`config.mk`:
```
export PLATFORM = sky130hd
export DESIGN_NAME = calendar_alarm_matcher
export DESIGN_NICKNAME = d
export VERILOG_FILES = /design/src/pkg/alarm_pkg.sv /design/src/verilog/calendar_alarm_matcher.sv
export VERILOG_INCLUDE_DIRS = /design/src /design/src/pkg
export SDC_FILE = /design/constraint.sdc
export NUM_CORES = 1
export LEC_CHECK = 0
export BUFFER_PORTS_ARGS = -buffer_cell sky130_fd_sc_hd__buf_2
export CAP_MARGIN = 20
export CORE_MARGIN = 2
export CORE_UTILIZATION = 40
export DETAILED_ROUTE_END_ITERATION = 16
export GPL_TIMING_DRIVEN = 1
export MAX_ROUTING_LAYER = met4
export PLACE_DENSITY = 0.65
export SLEW_MARGIN = 10
export SYNTH_ARGS = -nofsm -noshare
export SYNTH_HDL_FRONTEND = slang
export SYNTH_SLANG_ARGS = --single-unit
```
`constraint.sdc`:
```
create_clock -name ref_clk -period 2 [get_ports ref_clk]
set_input_delay 0.1 -clock ref_clk [delete_from_list [all_inputs] [get_ports ref_clk]]
set_output_delay 0.1 -clock ref_clk [all_outputs]
set_load 0.01 [all_outputs]
```
`src/pkg/alarm_defines.svh`:
```
/*
  Offsets, field positions, masks and reset values of the calendar alarm
  block. Assumes it is included by its bare name wherever these are used.
*/
`ifndef ALARM_DEFINES_SVH
`define ALARM_DEFINES_SVH

// Register offsets on the byte-wide register port.
`define ALM_SECOND_OFS 8'h0A
`define ALM_MINUTE_OFS 8'h0B
`define ALM_HOUR_OFS 8'h0C
`define ALM_MONTHDAY_OFS 8'h0D
`define ALM_DAYOFWEEK_OFS 8'h0E

// Active-low enable bit, common to every alarm register.
`define ALM_DISABLE_BIT 7
`define ALM_DISABLE_RESET 1'b1

// Implemented value bits of each register; all other bits except the disable bit read as zero.
`define ALM_SECOND_MASK 8'h7F
`define ALM_MINUTE_MASK 8'h7F
`define ALM_HOUR_MASK 8'h3F
`define ALM_MONTHDAY_MASK 8'h3F
`define ALM_DAYOFWEEK_MASK 8'h07

// Hour field layout.
`define HOUR_PM_BIT 5
`define HOUR_TENS12_BIT 4
`define HOUR_TENS24_MSB 5
`define HOUR_TENS24_LSB 4
`define HOUR_UNITS_MSB 3
`define HOUR_UNITS_LSB 0

// Value read back for reserved bits and loaded into the read data at reset.
`define ALM_READ_ZERO 8'h00

`endif

```
`src/pkg/alarm_pkg.sv`:
```
/*
  Types shared by the calendar alarm block and its surroundings.
  Assumes nothing beyond a SystemVerilog compiler.
*/
package alarm_pkg;

  // One access request on the byte-wide register port.
  typedef struct packed {
    logic wr;
    logic rd;
    logic [7:0] addr;
    logic [7:0] wdata;
  } reg_req_t;

  // Running time in BCD as held by the time counters (weekday binary).
  typedef struct packed {
    logic [7:0] seconds;
    logic [7:0] minutes;
    logic [7:0] hours;
    logic [7:0] monthday;
    logic [7:0] dayofweek;
  } rtc_time_t;

  // Active-low enable bits of the five alarm fields.
  typedef struct packed {
    logic seconds_match_disable;
    logic minute_match_disable;
    logic hour_match_disable;
    logic monthday_match_disable;
    logic dayofweek_match_disable;
  } alarm_disable_t;

  // Stored alarm values, implemented bits only.
  typedef struct packed {
    logic [6:0] seconds;
    logic [6:0] minutes;
    logic [5:0] hours;
    logic [5:0] monthday;
    logic [2:0] dayofweek;
  } alarm_value_t;

endpackage

```
`src/verilog/calendar_alarm_matcher.sv`:
```
/*
  Calendar alarm matcher: five alarm registers on the byte register port,
  comparison against the running time and the sticky alarm flag.
  The seconds, minute, monthday and weekday compares go through one small
  field module, instantiated once per field; the hour compare stays local
  because its digit layout depends on the selected hour format.
  Assumes the time counters, the tick, the hour format bit and the flag
  clear all come from logic on ref_clk, so none of them is synchronised.
  Assumes time_tick is a single-cycle pulse raised in the same cycle in
  which cur_time shows the freshly counted time.
  Assumes the host never relies on alarm values before it has written
  them, since they power up undefined and no reset touches them.
  Assumes the flag clear is a single-cycle pulse; a longer pulse simply
  keeps the flag low except in a cycle that brings a fresh match.
*/
`timescale 1ns/100ps
`include "alarm_defines.svh"

// Register layout, as seen from the byte register port:
//   0Ah seconds:  bit 7 disable, bits 6:4 tens, bits 3:0 units.
//   0Bh minutes:  bit 7 disable, bits 6:4 tens, bits 3:0 units.
//   0Ch hours:    bit 7 disable, bit 6 reads zero, bits 5:0 hour digits.
//                 In 12-hour format bit 5 is the PM select and bit 4 the
//                 tens digit; in 24-hour format bits 5:4 hold the tens.
//   0Dh monthday: bit 7 disable, bit 6 reads zero, bits 5:4 tens, 3:0 units.
//   0Eh weekday:  bit 7 disable, bits 6:3 read zero, bits 2:0 weekday.
// Both hour formats occupy the same six bit positions, so a stored hour
// compares bit for bit against the running hour in either format; the
// format bit only decides how those six bits are grouped into digits.
// The value bits are never checked for legal BCD. A host that writes an
// impossible value, such as 7Fh minutes, simply gets an alarm that the
// running time can never reach, which is harmless.
// Hazard: the alarm fires on a rising match sampled at a tick. If the host
// rewrites an alarm while the time already equals it, the next tick sees a
// fresh match and sets the flag, which is the intended behaviour.

module calendar_alarm_matcher (
  input wire logic ref_clk,
  input wire logic rst,
  input wire logic ce,
  input wire alarm_pkg::reg_req_t reg_req,
  output logic [7:0] reg_rdata,
  output logic reg_rvalid,
  input wire logic time_tick,
  input wire alarm_pkg::rtc_time_t cur_time,
  input wire logic hour_12_mode,
  input wire logic flag_clear,
  output logic alarm_match_flag,
  output logic alarm_match_event
);
  import alarm_pkg::*;

  alarm_disable_t disable_r;
  alarm_value_t value_r;
  logic match_prev_r;
  logic wr_second;
  logic wr_minute;
  logic wr_hour;
  logic wr_monthday;
  logic wr_dayofweek;
  logic hit;
  logic [7:0] rdata_nxt;
  logic second_ok;
  logic minute_ok;
  logic hour_eq;
  logic hour_ok;
  logic monthday_ok;
  logic dayofweek_ok;
  logic any_enabled;
  logic match_now;
  logic match_rise;

  // Address decode of write strobes; only one register answers per address.
  always_comb begin
    wr_second = 1'b0;
    wr_minute = 1'b0;
    wr_hour = 1'b0;
    wr_monthday = 1'b0;
    wr_dayofweek = 1'b0;
    if (reg_req.wr && reg_req.addr == `ALM_SECOND_OFS) begin
      wr_second = 1'b1;
    end else if (reg_req.wr && reg_req.addr == `ALM_MINUTE_OFS) begin
      wr_minute = 1'b1;
    end else if (reg_req.wr && reg_req.addr == `ALM_HOUR_OFS) begin
      wr_hour = 1'b1;
    end else if (reg_req.wr && reg_req.addr == `ALM_MONTHDAY_OFS) begin
      wr_monthday = 1'b1;
    end else if (reg_req.wr && reg_req.addr == `ALM_DAYOFWEEK_OFS) begin
      wr_dayofweek = 1'b1;
    end
  end

  // Enable bits reset to disabled, so no compare takes part after reset.
  always_ff @(posedge ref_clk) begin
    if (rst) begin
      disable_r <= '{default: `ALM_DISABLE_RESET};
    end else if (ce) begin
      if (wr_second) begin
        disable_r.seconds_match_disable <= reg_req.wdata[`ALM_DISABLE_BIT];
      end
      if (wr_minute) begin
        disable_r.minute_match_disable <= reg_req.wdata[`ALM_DISABLE_BIT];
      end
      if (wr_hour) begin
        disable_r.hour_match_disable <= reg_req.wdata[`ALM_DISABLE_BIT];
      end
      if (wr_monthday) begin
        disable_r.monthday_match_disable <= reg_req.wdata[`ALM_DISABLE_BIT];
      end
      if (wr_dayofweek) begin
        disable_r.dayofweek_match_disable <= reg_req.wdata[`ALM_DISABLE_BIT];
      end
    end
  end

  // Alarm values have no reset: they power up undefined and survive resets.
  // Only implemented bits are stored, so unused positions cannot hold ones.
  always_ff @(posedge ref_clk) begin
    if (ce) begin
      if (wr_second) begin
        value_r.seconds <= 7'(reg_req.wdata & `ALM_SECOND_MASK);
      end
      if (wr_minute) begin
        value_r.minutes <= 7'(reg_req.wdata & `ALM_MINUTE_MASK);
      end
      if (wr_hour) begin
        value_r.hours <= 6'(reg_req.wdata & `ALM_HOUR_MASK);
      end
      if (wr_monthday) begin
        value_r.monthday <= 6'(reg_req.wdata & `ALM_MONTHDAY_MASK);
      end
      if (wr_dayofweek) begin
        value_r.dayofweek <= 3'(reg_req.wdata & `ALM_DAYOFWEEK_MASK);
      end
    end
  end

  // Read multiplexer; reserved bits are padded with zeros.
  always_comb begin
    hit = 1'b1;
    rdata_nxt = `ALM_READ_ZERO;
    if (reg_req.addr == `ALM_SECOND_OFS) begin
      rdata_nxt = {disable_r.seconds_match_disable, value_r.seconds};
    end else if (reg_req.addr == `ALM_MINUTE_OFS) begin
      rdata_nxt = {disable_r.minute_match_disable, value_r.minutes};
    end else if (reg_req.addr == `ALM_HOUR_OFS) begin
      rdata_nxt = {disable_r.hour_match_disable, 1'b0, value_r.hours};
    end else if (reg_req.addr == `ALM_MONTHDAY_OFS) begin
      rdata_nxt = {disable_r.monthday_match_disable, 1'b0, value_r.monthday};
    end else if (reg_req.addr == `ALM_DAYOFWEEK_OFS) begin
      rdata_nxt = {disable_r.dayofweek_match_disable, 4'h0, value_r.dayofweek};
    end else begin
      hit = 1'b0;
    end
  end

  // Read data is registered one cycle after the read strobe.
  // Addresses outside the alarm window are left to other blocks.
  always_ff @(posedge ref_clk) begin
    if (rst) begin
      reg_rdata <= `ALM_READ_ZERO;
      reg_rvalid <= 1'b0;
    end else if (ce) begin
      reg_rvalid <= reg_req.rd && hit;
      if (reg_req.rd && hit) begin
        reg_rdata <= rdata_nxt;
      end
    end
  end

  // Seconds field compare; a disabled field always agrees.
  alarm_field_agree #(
    .WIDTH(7)
  ) second_agree_inst (
    .field_disable(disable_r.seconds_match_disable),
    .alarm_value(value_r.seconds),
    .running_value(cur_time.seconds[6:0]),
    .agree(second_ok)
  );

  // Minute field compare; a disabled field always agrees.
  alarm_field_agree #(
    .WIDTH(7)
  ) minute_agree_inst (
    .field_disable(disable_r.minute_match_disable),
    .alarm_value(value_r.minutes),
    .running_value(cur_time.minutes[6:0]),
    .agree(minute_ok)
  );

  // Day-of-month field compare; a disabled field always agrees.
  alarm_field_agree #(
    .WIDTH(6)
  ) monthday_agree_inst (
    .field_disable(disable_r.monthday_match_disable),
    .alarm_value(value_r.monthday),
    .running_value(cur_time.monthday[5:0]),
    .agree(monthday_ok)
  );

  // Weekday field compare; a disabled field always agrees.
  alarm_field_agree #(
    .WIDTH(3)
  ) dayofweek_agree_inst (
    .field_disable(disable_r.dayofweek_match_disable),
    .alarm_value(value_r.dayofweek),
    .running_value(cur_time.dayofweek[2:0]),
    .agree(dayofweek_ok)
  );

  // Hour compare against the running hour.
  always_comb begin
    // The hour field is read in the format the control bit selects.
    if (hour_12_mode) begin
      hour_eq = (value_r.hours[`HOUR_PM_BIT] == cur_time.hours[`HOUR_PM_BIT])
        && (value_r.hours[`HOUR_TENS12_BIT] == cur_time.hours[`HOUR_TENS12_BIT])
        && (value_r.hours[`HOUR_UNITS_MSB:`HOUR_UNITS_LSB]
          == cur_time.hours[`HOUR_UNITS_MSB:`HOUR_UNITS_LSB]);
    end else begin
      hour_eq = (value_r.hours[`HOUR_TENS24_MSB:`HOUR_TENS24_LSB]
          == cur_time.hours[`HOUR_TENS24_MSB:`HOUR_TENS24_LSB])
        && (value_r.hours[`HOUR_UNITS_MSB:`HOUR_UNITS_LSB]
          == cur_time.hours[`HOUR_UNITS_MSB:`HOUR_UNITS_LSB]);
    end
  end

  // A disabled field always agrees; with every field disabled there is no
  // alarm at all, so an all-disabled setup never raises the flag.
  assign hour_ok = disable_r.hour_match_disable || hour_eq;
  assign any_enabled = ~&disable_r;
  assign match_now = any_enabled
    && second_ok
    && minute_ok
    && hour_ok
    && monthday_ok
    && dayofweek_ok;
  assign match_rise = time_tick && match_now && !match_prev_r;

  // Match state sampled once per time update, to spot a fresh match.
  // Between ticks the history holds, so a register write alone never
  // raises the flag; only the next tick can.
  always_ff @(posedge ref_clk) begin
    if (rst) begin
      match_prev_r <= 1'b0;
    end else if (ce && time_tick) begin
      match_prev_r <= match_now;
    end
  end

  // Sticky flag: a new match wins over a clear in the same cycle.
  // Letting the set win means an alarm that arrives while software is
  // clearing an older one is never lost.
  always_ff @(posedge ref_clk) begin
    if (rst) begin
      alarm_match_flag <= 1'b0;
    end else if (ce) begin
      if (match_rise) begin
        alarm_match_flag <= 1'b1;
      end else if (flag_clear) begin
        alarm_match_flag <= 1'b0;
      end
    end
  end

  // One-cycle pulse marking each setting of the flag.
  always_ff @(posedge ref_clk) begin
    if (rst) begin
      alarm_match_event <= 1'b0;
    end else if (ce) begin
      alarm_match_event <= match_rise;
    end
  end

endmodule // calendar_alarm_matcher

// Agreement of one alarm field with its running counterpart.
// A disabled field always agrees, so it drops out of the match.
module alarm_field_agree #(
  parameter int WIDTH = 7
) (
  input wire logic field_disable,
  input wire logic [WIDTH-1:0] alarm_value,
  input wire logic [WIDTH-1:0] running_value,
  output logic agree
);
  import alarm_pkg::*;

  // Equality of the stored digits, overridden by the disable bit.
  assign agree = field_disable || (alarm_value == running_value);

endmodule // alarm_field_agree
```
**Yosys cells after proc, flatten, opt, wreduce, memory -nomap -nowiden**

Cells that the tools add are included.

- Input bits: 64
- Logic and storage cells: 89
- Register bits: 46
- Output and inout port bits: 11

- Multiplexer cells: 28
- Eq/ne operators: 13
- Reduce and logical (&&, ||, !) cells: 33

Operator list:

| kind | count |
|---|---|
| $eq A8 B4 Y1 const B | 5 |
| $mux W8 | 5 |
| $mux W1 | 23 |
| $logic_and A1 B1 Y1 | 17 |
| $eq A7 B7 Y1 | 2 |
| $reduce_and A2 Y1 | 7 |
| $eq A6 B6 Y1 | 1 |
| $logic_or A1 B1 Y1 | 5 |
| $reduce_and A5 Y1 | 1 |
| $eq A4 B4 Y1 | 1 |
| $eq A3 B3 Y1 | 1 |
| $eq A1 B1 Y1 | 2 |
| $eq A2 B2 Y1 | 1 |
| $logic_not A1 Y1 | 2 |
| $reduce_bool A2 Y1 | 1 |

**Longest topological paths before layout**

Gate-level depths: netlist (run 1).

- Word-level depth: 12
- Depth in mapped cells: 7
- Gate-level depth less buffers: 5

**By module**

Synthesis (run 1) repeated with hierarchy kept, for this count alone.

- Cells, all modules: 195
- Area, all modules: 2296.0 µm²

Modules (own cells, without submodules):

| module | area each (µm²) | cells each | seq. area each (µm²) | instances |
|---|---|---|---|---|
| calendar_alarm_matcher | 2038.2 | 165 | 1211.2 | 1 |
| alarm_field_agree (minute_agree_inst ...) | 77.6 | 9 | 0.0 | 2 |
| alarm_field_agree (monthday_agree_inst) | 67.6 | 8 | 0.0 | 1 |
| alarm_field_agree (dayofweek_agree_inst) | 35.0 | 4 | 0.0 | 1 |

**Worst setup path before layout (run 1)**

No wires, ideal clock.

- Path kind: flip-flop to flip-flop
- Start point: reg value_r[9] in the netlist's numbering
- End point: reg match_prev_r
- Buffers on the path: 0
- Arrival: 1.721 ns
- Data required time: 1.899 ns
- Clock period less this slack: 1.822 ns
- Library setup time: 0.101 ns
- Path slack: 0.178 ns
- Stages on the path, launching flop included: 6
- Cell sequence: edfxtp_1 > xor2_1 > nor4_1 > a31oi_1 > or4_1 > o41ai_1

- Longest elaborated chain between the ends: 7
- Elaborated cells on any way between the ends: 8
- Those cells by class: eq/ne (1); mux (1); reduce/logical (6)

Ends and longest elaborated chain:

| what | line | source |
|---|---|---|
| from (decl) | calendar_alarm_matcher.sv:54 | `alarm_value_t value_r;` |
| $eq A4 B4 Y1 (*) | calendar_alarm_matcher.sv:217, calendar_alarm_matcher.sv:222 |  |
| $logic_and A1 B1 Y1 (on tied branches) | calendar_alarm_matcher.sv:220, calendar_alarm_matcher.sv:215 |  |
| $mux W1 (*) | calendar_alarm_matcher.sv:214 | `if (hour_12_mode) begin` |
| $logic_or A1 B1 Y1 (*) | calendar_alarm_matcher.sv:229 | `assign hour_ok = disable_r.hour_match_disable \|\| hour_eq;` |
| $logic_and A1 B1 Y1 (*) | calendar_alarm_matcher.sv:234 | `&& hour_ok` |
| $logic_and A1 B1 Y1 (*) | calendar_alarm_matcher.sv:235 | `&& monthday_ok` |
| $logic_and A1 B1 Y1 (*) | calendar_alarm_matcher.sv:236 | `&& dayofweek_ok;` |
| to (signal assigned) | calendar_alarm_matcher.sv:246 | `match_prev_r <= match_now;` |
| to (decl) | calendar_alarm_matcher.sv:55 | `logic match_prev_r;` |

Every way passes the cells marked *; elsewhere a longest branch is shown, timed or not.
A chain may end at the register's enable or synchronous reset.

**Final worst setup path (run 1)**

- Start point: reg value_r[0] in the netlist's numbering
- End point: reg match_prev_r

- Longest elaborated chain between the ends: 3

Ends and longest elaborated chain:

| what | line | source |
|---|---|---|
| $eq A3 B3 Y1 | calendar_alarm_matcher.sv:289 | `assign agree = field_disable \|\| (alarm_value == running_value);` |
| $logic_or A1 B1 Y1 | calendar_alarm_matcher.sv:289 |  |
| $logic_and A1 B1 Y1 | calendar_alarm_matcher.sv:236 |  |

Every way passes these cells.

==> impl_metrics.csv, run 1 <==
group,metric,value,unit
sta,final.setup_skew,6.35,ps
cts,cts_htree_levels,2,
cts,cts_num_sinks,46,
yosys,async_flop_share,0,%
global_routing,antenna_found_initial,0,
sta,fmax,531,MHz
sta,drv_slew,0,
critical_path,crit_path_end_kind,"flip-flop",
cts,clk_pin_slew_worst_paths,80,ps
global_routing,grt_max_degree,23,
cells_and_area,seqCellArea,0.00121,mm²
route,wl,5350,µm
global_routing,overflow,0,
floorplanning,die_area,0.00626,mm²
critical_path,cp_max_fo,3,
cts,cts_setup_buffers,0,
yosys,synth_top_cell_area_share,38.6,%
global_routing,grt_pass1_vias,1710,
yosys,synthFlopType,"edfxtp_1",
sta,holdWs,25.7,ps
global_routing,groute.usage.overall,18.4,%
floorplanning,io_pins,75,
sta,slew_headroom,63.8,%
critical_path,startpoint_type,"flip-flop",
cells_and_area,fin_area,0.00283,mm²
sta,rsz0062_at_grt,"no",
floorplanning,die_y,79.1,µm
pwr,powerDensity,645,mW/mm²
yosys,yosysMostFrequentCell,"edfxtp_1",
cells_and_area,drive_gt1_share,34.9,%
yosys,netlist_instances,194,
yosys,synth_cell_types,36,
sta,hold_violations,0,
yosys,synth_area,0.00226,mm²
floorplanning,core,0.00547,mm²
cts,cts_tree,"done",
route,vias_per_cell,5.12,
sta,period_share,94.2,%
place,portBuffers,62,
sta,worst_slew_pin_slew,543,ps
cells_and_area,syn2layout_area_growth,25.6,%
yosys,ys_warn_count,0,
route,antenna_left,0,
run,max_cap_viol_count,0,
floorplanning,start_util,41.2,%
hold_path,hold_path.class,"input pin to flip-flop",
yosys,synth-edff-count,29,
yosys,ys_seq_area_share,53.7,%
yosys,syn_avg_cell_area,11.6,µm²
route,first_iter_violations,81,
sta,layout_min_cycle_time,1880,ps
pwr,ir_worst_vdd,0.000376,V
yosys,syn_nets,258,
route,vias,1746,
critical_path,path_class,"flip-flop to flip-flop",
global_routing,grt_pass1_wl,8360,µm
critical_path,critical_path_required,2210,ps
outcome,status,"finished, final reports clean",
cts,cts-root-buf,"clkbuf_8",
yosys,yosys.area.top_type,"edfxtp_1",
cts,worstSkewPairLatency,290,ps
cts,clk_path_buf_depth,2,
floorplanning,rows,27,
route,first_pass_iters,4,
yosys,yosys-top-cells-area,"edfxtp_1 39%, dfxtp_1 15%, xor2_1 7.4%",
place,place_area,0.00268,mm²
sta,setup_viol,0,
place,hpwl,4180,µm
cts,cts_buffers,5,
pwr,p_leak,1.14,nW
floorplanning,die_x,79.1,µm
critical_path,worstPathArrival,2090,ps
route,wl_per_cell,15.7,µm
cells_and_area,finalNetCount,332,
cells_and_area,num_antenna_cells,0,
cells_and_area,num-fill-cells,512,
cells_and_area,multi_input_area,0.00101,mm²
route,route.detailed.drc,0,
place,gp_congestion,0.849,
yosys,synth_common_cells,"29 x edfxtp_1, 19 x xor2_1, 17 x dfxtp_1, 17 x nor2_1, 14 x mux2i_1",
yosys,ys_ff_latch,46,
-- worst paths after layout --
path,cells after the start,endpoint,start,slack [ps]
hold / removal,1,value_r[6],reg_req[3],30
setup reg to reg,5,match_prev_r,value_r[0],120
hold reg to reg,2,reg_rdata[6],reg_rdata[6],470
setup / recovery,5,match_prev_r,value_r[0],120
-- critical path, cell delays in order, from the launching register on --
cell,delay [ps]
edfxtp_1,440
xor2_1,180
nor3_1,280
o21ai_0,140
or4_4,570
o41ai_2,190
-- power by group --
part	switching (mW)	internal, mW	total [mW]	leakage, nW
clock network	0.301	0.357	0.658	0.0566
logic	0.0859	0.0760	0.162	0.683
registers	0.000944	1.01	1.01	0.398
total	0.388	1.44	1.83	1.14
-- metal layers --
| layer | vias up | track usage (%) | wire, µm |
|---|---|---|---|
| met1 | 806 | 23.4 | 2470 |
| li1 | 865 | - | - |
| met4 | 0 | 6.03 | 91 |
| met5 | - | - | 0 |
| met2 | 66 | 29.6 | 2480 |
| met3 | 9 | 3.86 | 309 |
-- state kept, by name (all words and copies together), names as in the netlist --
| register | flops |
|---|---|
| reg_rvalid | 1 |
| match_prev_r | 1 |
| reg_rdata | 8 |
| alarm_match_event | 1 |
| disable_r | 5 |
| value_r | 29 |
| alarm_match_flag | 1 |
-- placed cells by master (no fill, tap or decap), types with 5 or more instances in the layout --
cell type / n
buf_2: 62
edfxtp_1: 29
xor2_1: 19
nor2_1: 17
dfxtp_1: 17
mux2i_1: 14
buf_4: 11
nand3b_1: 10
nor3_1: 10
xnor2_1: 10
o21ai_0: 9
nand2_1: 8
clkbuf_8: 6
o22ai_1: 5
-- cells by family after synthesis --
family | Yosys count | share of synthesized area (%)
buffers and inverters | 8 | 2.99
muxes | 16 | 7.21
and+or+nand+nor | 68 | 17.3
xor gates and xnor gates | 29 | 11.3
AOI/OAI and AO/OA | 27 | 7.59
DFF | 46 | 53.7
-- final cells by class --
cell class              count  share of cell area (%)
clock buffers               8                    3.93
inverters                   1                   0.132
multi-input cells         140                    35.8
flip-flops and latches     46                    42.7
well taps                  72                    3.18
repair buffers             74                    14.2
-- metrics by stage --
step                cells  setup WS (ps)  utilization (%)  setup TNS, ps  power [mW]
floorplan             194            178                -              0        1.11
global placement      333          -3.26             49.0          -3.26        1.19
detailed placement    333          -54.0             49.0          -54.0        1.19
CTS                   342           2.67             51.7              0        1.84
global route          341           5.38             51.8              0        1.90
finish                341            116             51.8              0        1.83
-- repair_timing --
action,in CTS,in global routing
pin swaps,0,7
gates resized for setup,4,2
hold endpoints to repair,2,0
hold buffers,1,0
setup endpoints to repair,1,3
cloned,0,0
Note: power is estimated with default switching activity, not from simulation.
==> inputs of run 2 (changes only) <==
--- a/config.mk
+++ b/config.mk
@@ -6,14 +6,15 @@
 export SDC_FILE = /design/constraint.sdc
 export NUM_CORES = 1
 export LEC_CHECK = 0
-export BUFFER_PORTS_ARGS = -buffer_cell sky130_fd_sc_hd__buf_2
 export CAP_MARGIN = 20
+export CORE_ASPECT_RATIO = 0.8
 export CORE_MARGIN = 2
 export CORE_UTILIZATION = 40
 export DETAILED_ROUTE_END_ITERATION = 16
+export DONT_BUFFER_PORTS = 1
 export GPL_TIMING_DRIVEN = 1
 export MAX_ROUTING_LAYER = met4
-export PLACE_DENSITY = 0.65
+export PLACE_DENSITY_LB_ADDON = 0.05
 export SLEW_MARGIN = 10
 export SYNTH_ARGS = -nofsm -noshare
 export SYNTH_HDL_FRONTEND = slang
==> impl_metrics.csv, run 2 (same netlist as run 1, synthesis figures left out) <==
group,metric,value,unit
pwr,powerDensity,681,mW/mm²
route,antenna_left,0,
route,first_iter_violations,120,
global_routing,groute.usage.overall,18.7,%
floorplanning,io_pins,75,
floorplanning,start_util,41.5,%
critical_path,path_class,"flip-flop to flip-flop",
floorplanning,die_y,71.2,µm
place,portBuffers,0,
global_routing,grt_pass1_vias,1528,
floorplanning,core,0.00544,mm²
cts,clk_path_buf_depth,2,
critical_path,startpoint_type,"flip-flop",
place,hpwl,4100,µm
sta,layout_min_cycle_time,1970,ps
sta,period_share,98.3,%
cells_and_area,fin_util,48.6,%
cells_and_area,layout_commonest_cell,"edfxtp_1",
route,first_pass_iters,4,
critical_path,critical_path_required,2210,ps
place,gp_congestion,0.783,
cells_and_area,regMostFlops,"value_r",
critical_path,cp_max_fo,2,
run,max_cap_viol_count,0,
hold_path,hold_path.class,"input pin to flip-flop",
route,vias,1561,
pwr,p_leak,0.923,nW
route,vias_per_cell,5.27,
cells_and_area,syn2layout_area_growth,17.1,%
cells_and_area,largest_register_ffs,29,
cts,cts_num_sinks,46,
global_routing,antenna_found_initial,0,
global_routing,grt_max_degree,23,
cells_and_area,drive_gt1_share,15.6,%
floorplanning,die_area,0.00626,mm²
place,dpl.cell_count,277,
pwr,combinationalPowerShare,5.6,%
cts,cts_buffers,5,
pwr,p_sw,0.366,mW
sta,final.setup_skew,6.19,ps
sta,setup_viol,0,
sta,final.setup.tns,0,ps
pwr,switching_share,20.3,%
critical_path,crit_path_end_kind,"flip-flop",
floorplanning,rows,24,
route,route.detailed.drc,0,
cells_and_area,reg_top3,"value_r (29), reg_rdata (8), disable_r (5)",
global_routing,grt_pass1_wl,8310,µm
cts,cts_tree,"done",
cells_and_area,num-fill-cells,495,
cells_and_area,finalNetCount,281,
sta,slew_headroom,53.0,%
pwr,p_int,1.44,mW
pwr,seqPwrFrac,56.0,%
place,place_area,0.00238,mm²
floorplanning,die_x,88.0,µm
sta,fmax,509,MHz
route,wl_per_cell,18.2,µm
outcome,status,"finished, final reports clean",
sta,hold_violations,0,
cts,worstSkewPairLatency,300,ps
cells_and_area,num_antenna_cells,0,
route,wl,5390,µm
cells_and_area,final_cells,296,
sta,worst_slew_pin_slew,702,ps
cells_and_area,fin_area,0.00264,mm²
cts,cts-root-buf,"clkbuf_8",
cts,clk_pin_slew_worst_paths,90,ps
sta,drv_slew,0,
cts,cts_htree_levels,2,
critical_path,worstPathArrival,2180,ps
global_routing,overflow,0,
pwr,ir_worst_vdd,0.000469,V
sta,rsz0062_at_grt,"yes",
cells_and_area,layout_common_cells,"29 x edfxtp_1, 19 x xor2_1, 17 x nor2_1, 17 x dfxtp_1, 14 x mux2i_1",
pwr,clkPwrFrac,38.4,%
run 2: critical path, cell delays in order, from the launching register on:
cell	delay, ps
edfxtp_1	410
xor2_1	190
nor4_2	320
a41oi_1	210
or4_1	560
o22ai_2	190
run 2: routing by layer:
layer,vias up,share of wire [%],track usage (%)
li1,766,-,-
met2,44,46,27.2
met4,0,0.78,3.59
met5,-,0,-
met1,743,48,26.3
met3,8,5.3,5.25
run 2: repair_timing:
item / in CTS / in global routing
buffers inserted: 0 / 0
hold endpoints to repair: 46 / 0
hold buffers: 11 / 0
setup endpoints to repair: 3 / 3
resized for setup: 3 / 5
pin swaps: 3 / 7
run 2: worst paths after layout:
check                     from                end  slack, ps  cells past startpoint
hold / removal              ce   alarm_match_flag         10                      3
hold reg to reg   match_prev_r       match_prev_r        510                      2
setup / recovery   value_r[20]  alarm_match_event         30                      5
setup reg to reg   value_r[20]  alarm_match_event         30                      5
run 2: final cells by class:
| type | count | area, µm² | share of cell area [%] |
|---|---|---|---|
| inverters | 1 | 3.75 | 0.142 |
| clock inverters | 3 | 43.8 | 1.66 |
| repair buffers | 23 | 204 | 7.71 |
| flip-flops and latches | 46 | 1210 | 45.8 |
| well taps | 78 | 97.6 | 3.69 |
| clock buffers | 5 | 68.8 | 2.60 |
| multi-input cells | 140 | 1010 | 38.4 |
run 2: power by group through the flow:
stage	Clock, mW	Sequential (mW)	Combinational, mW
after floorplan	0	1.03	0.0747
after global placement	0	1.03	0.0659
after detailed placement	0	1.03	0.0668
after CTS	0.715	1.01	0.0985
after global routing	0.753	1.01	0.111
final	0.692	1.01	0.101
run 2: through the flow:
step	setup WS, ps	hold slack (ps)	total power [mW]
2_1_floorplan	178	199	1.11
3_3_place_gp	-53.9	168	1.10
3_5_place_dp	-114	168	1.10
4_1_cts	10.5	1.22	1.82
5_1_grt	-72.2	15.0	1.87
6_report	34.0	13.4	1.80
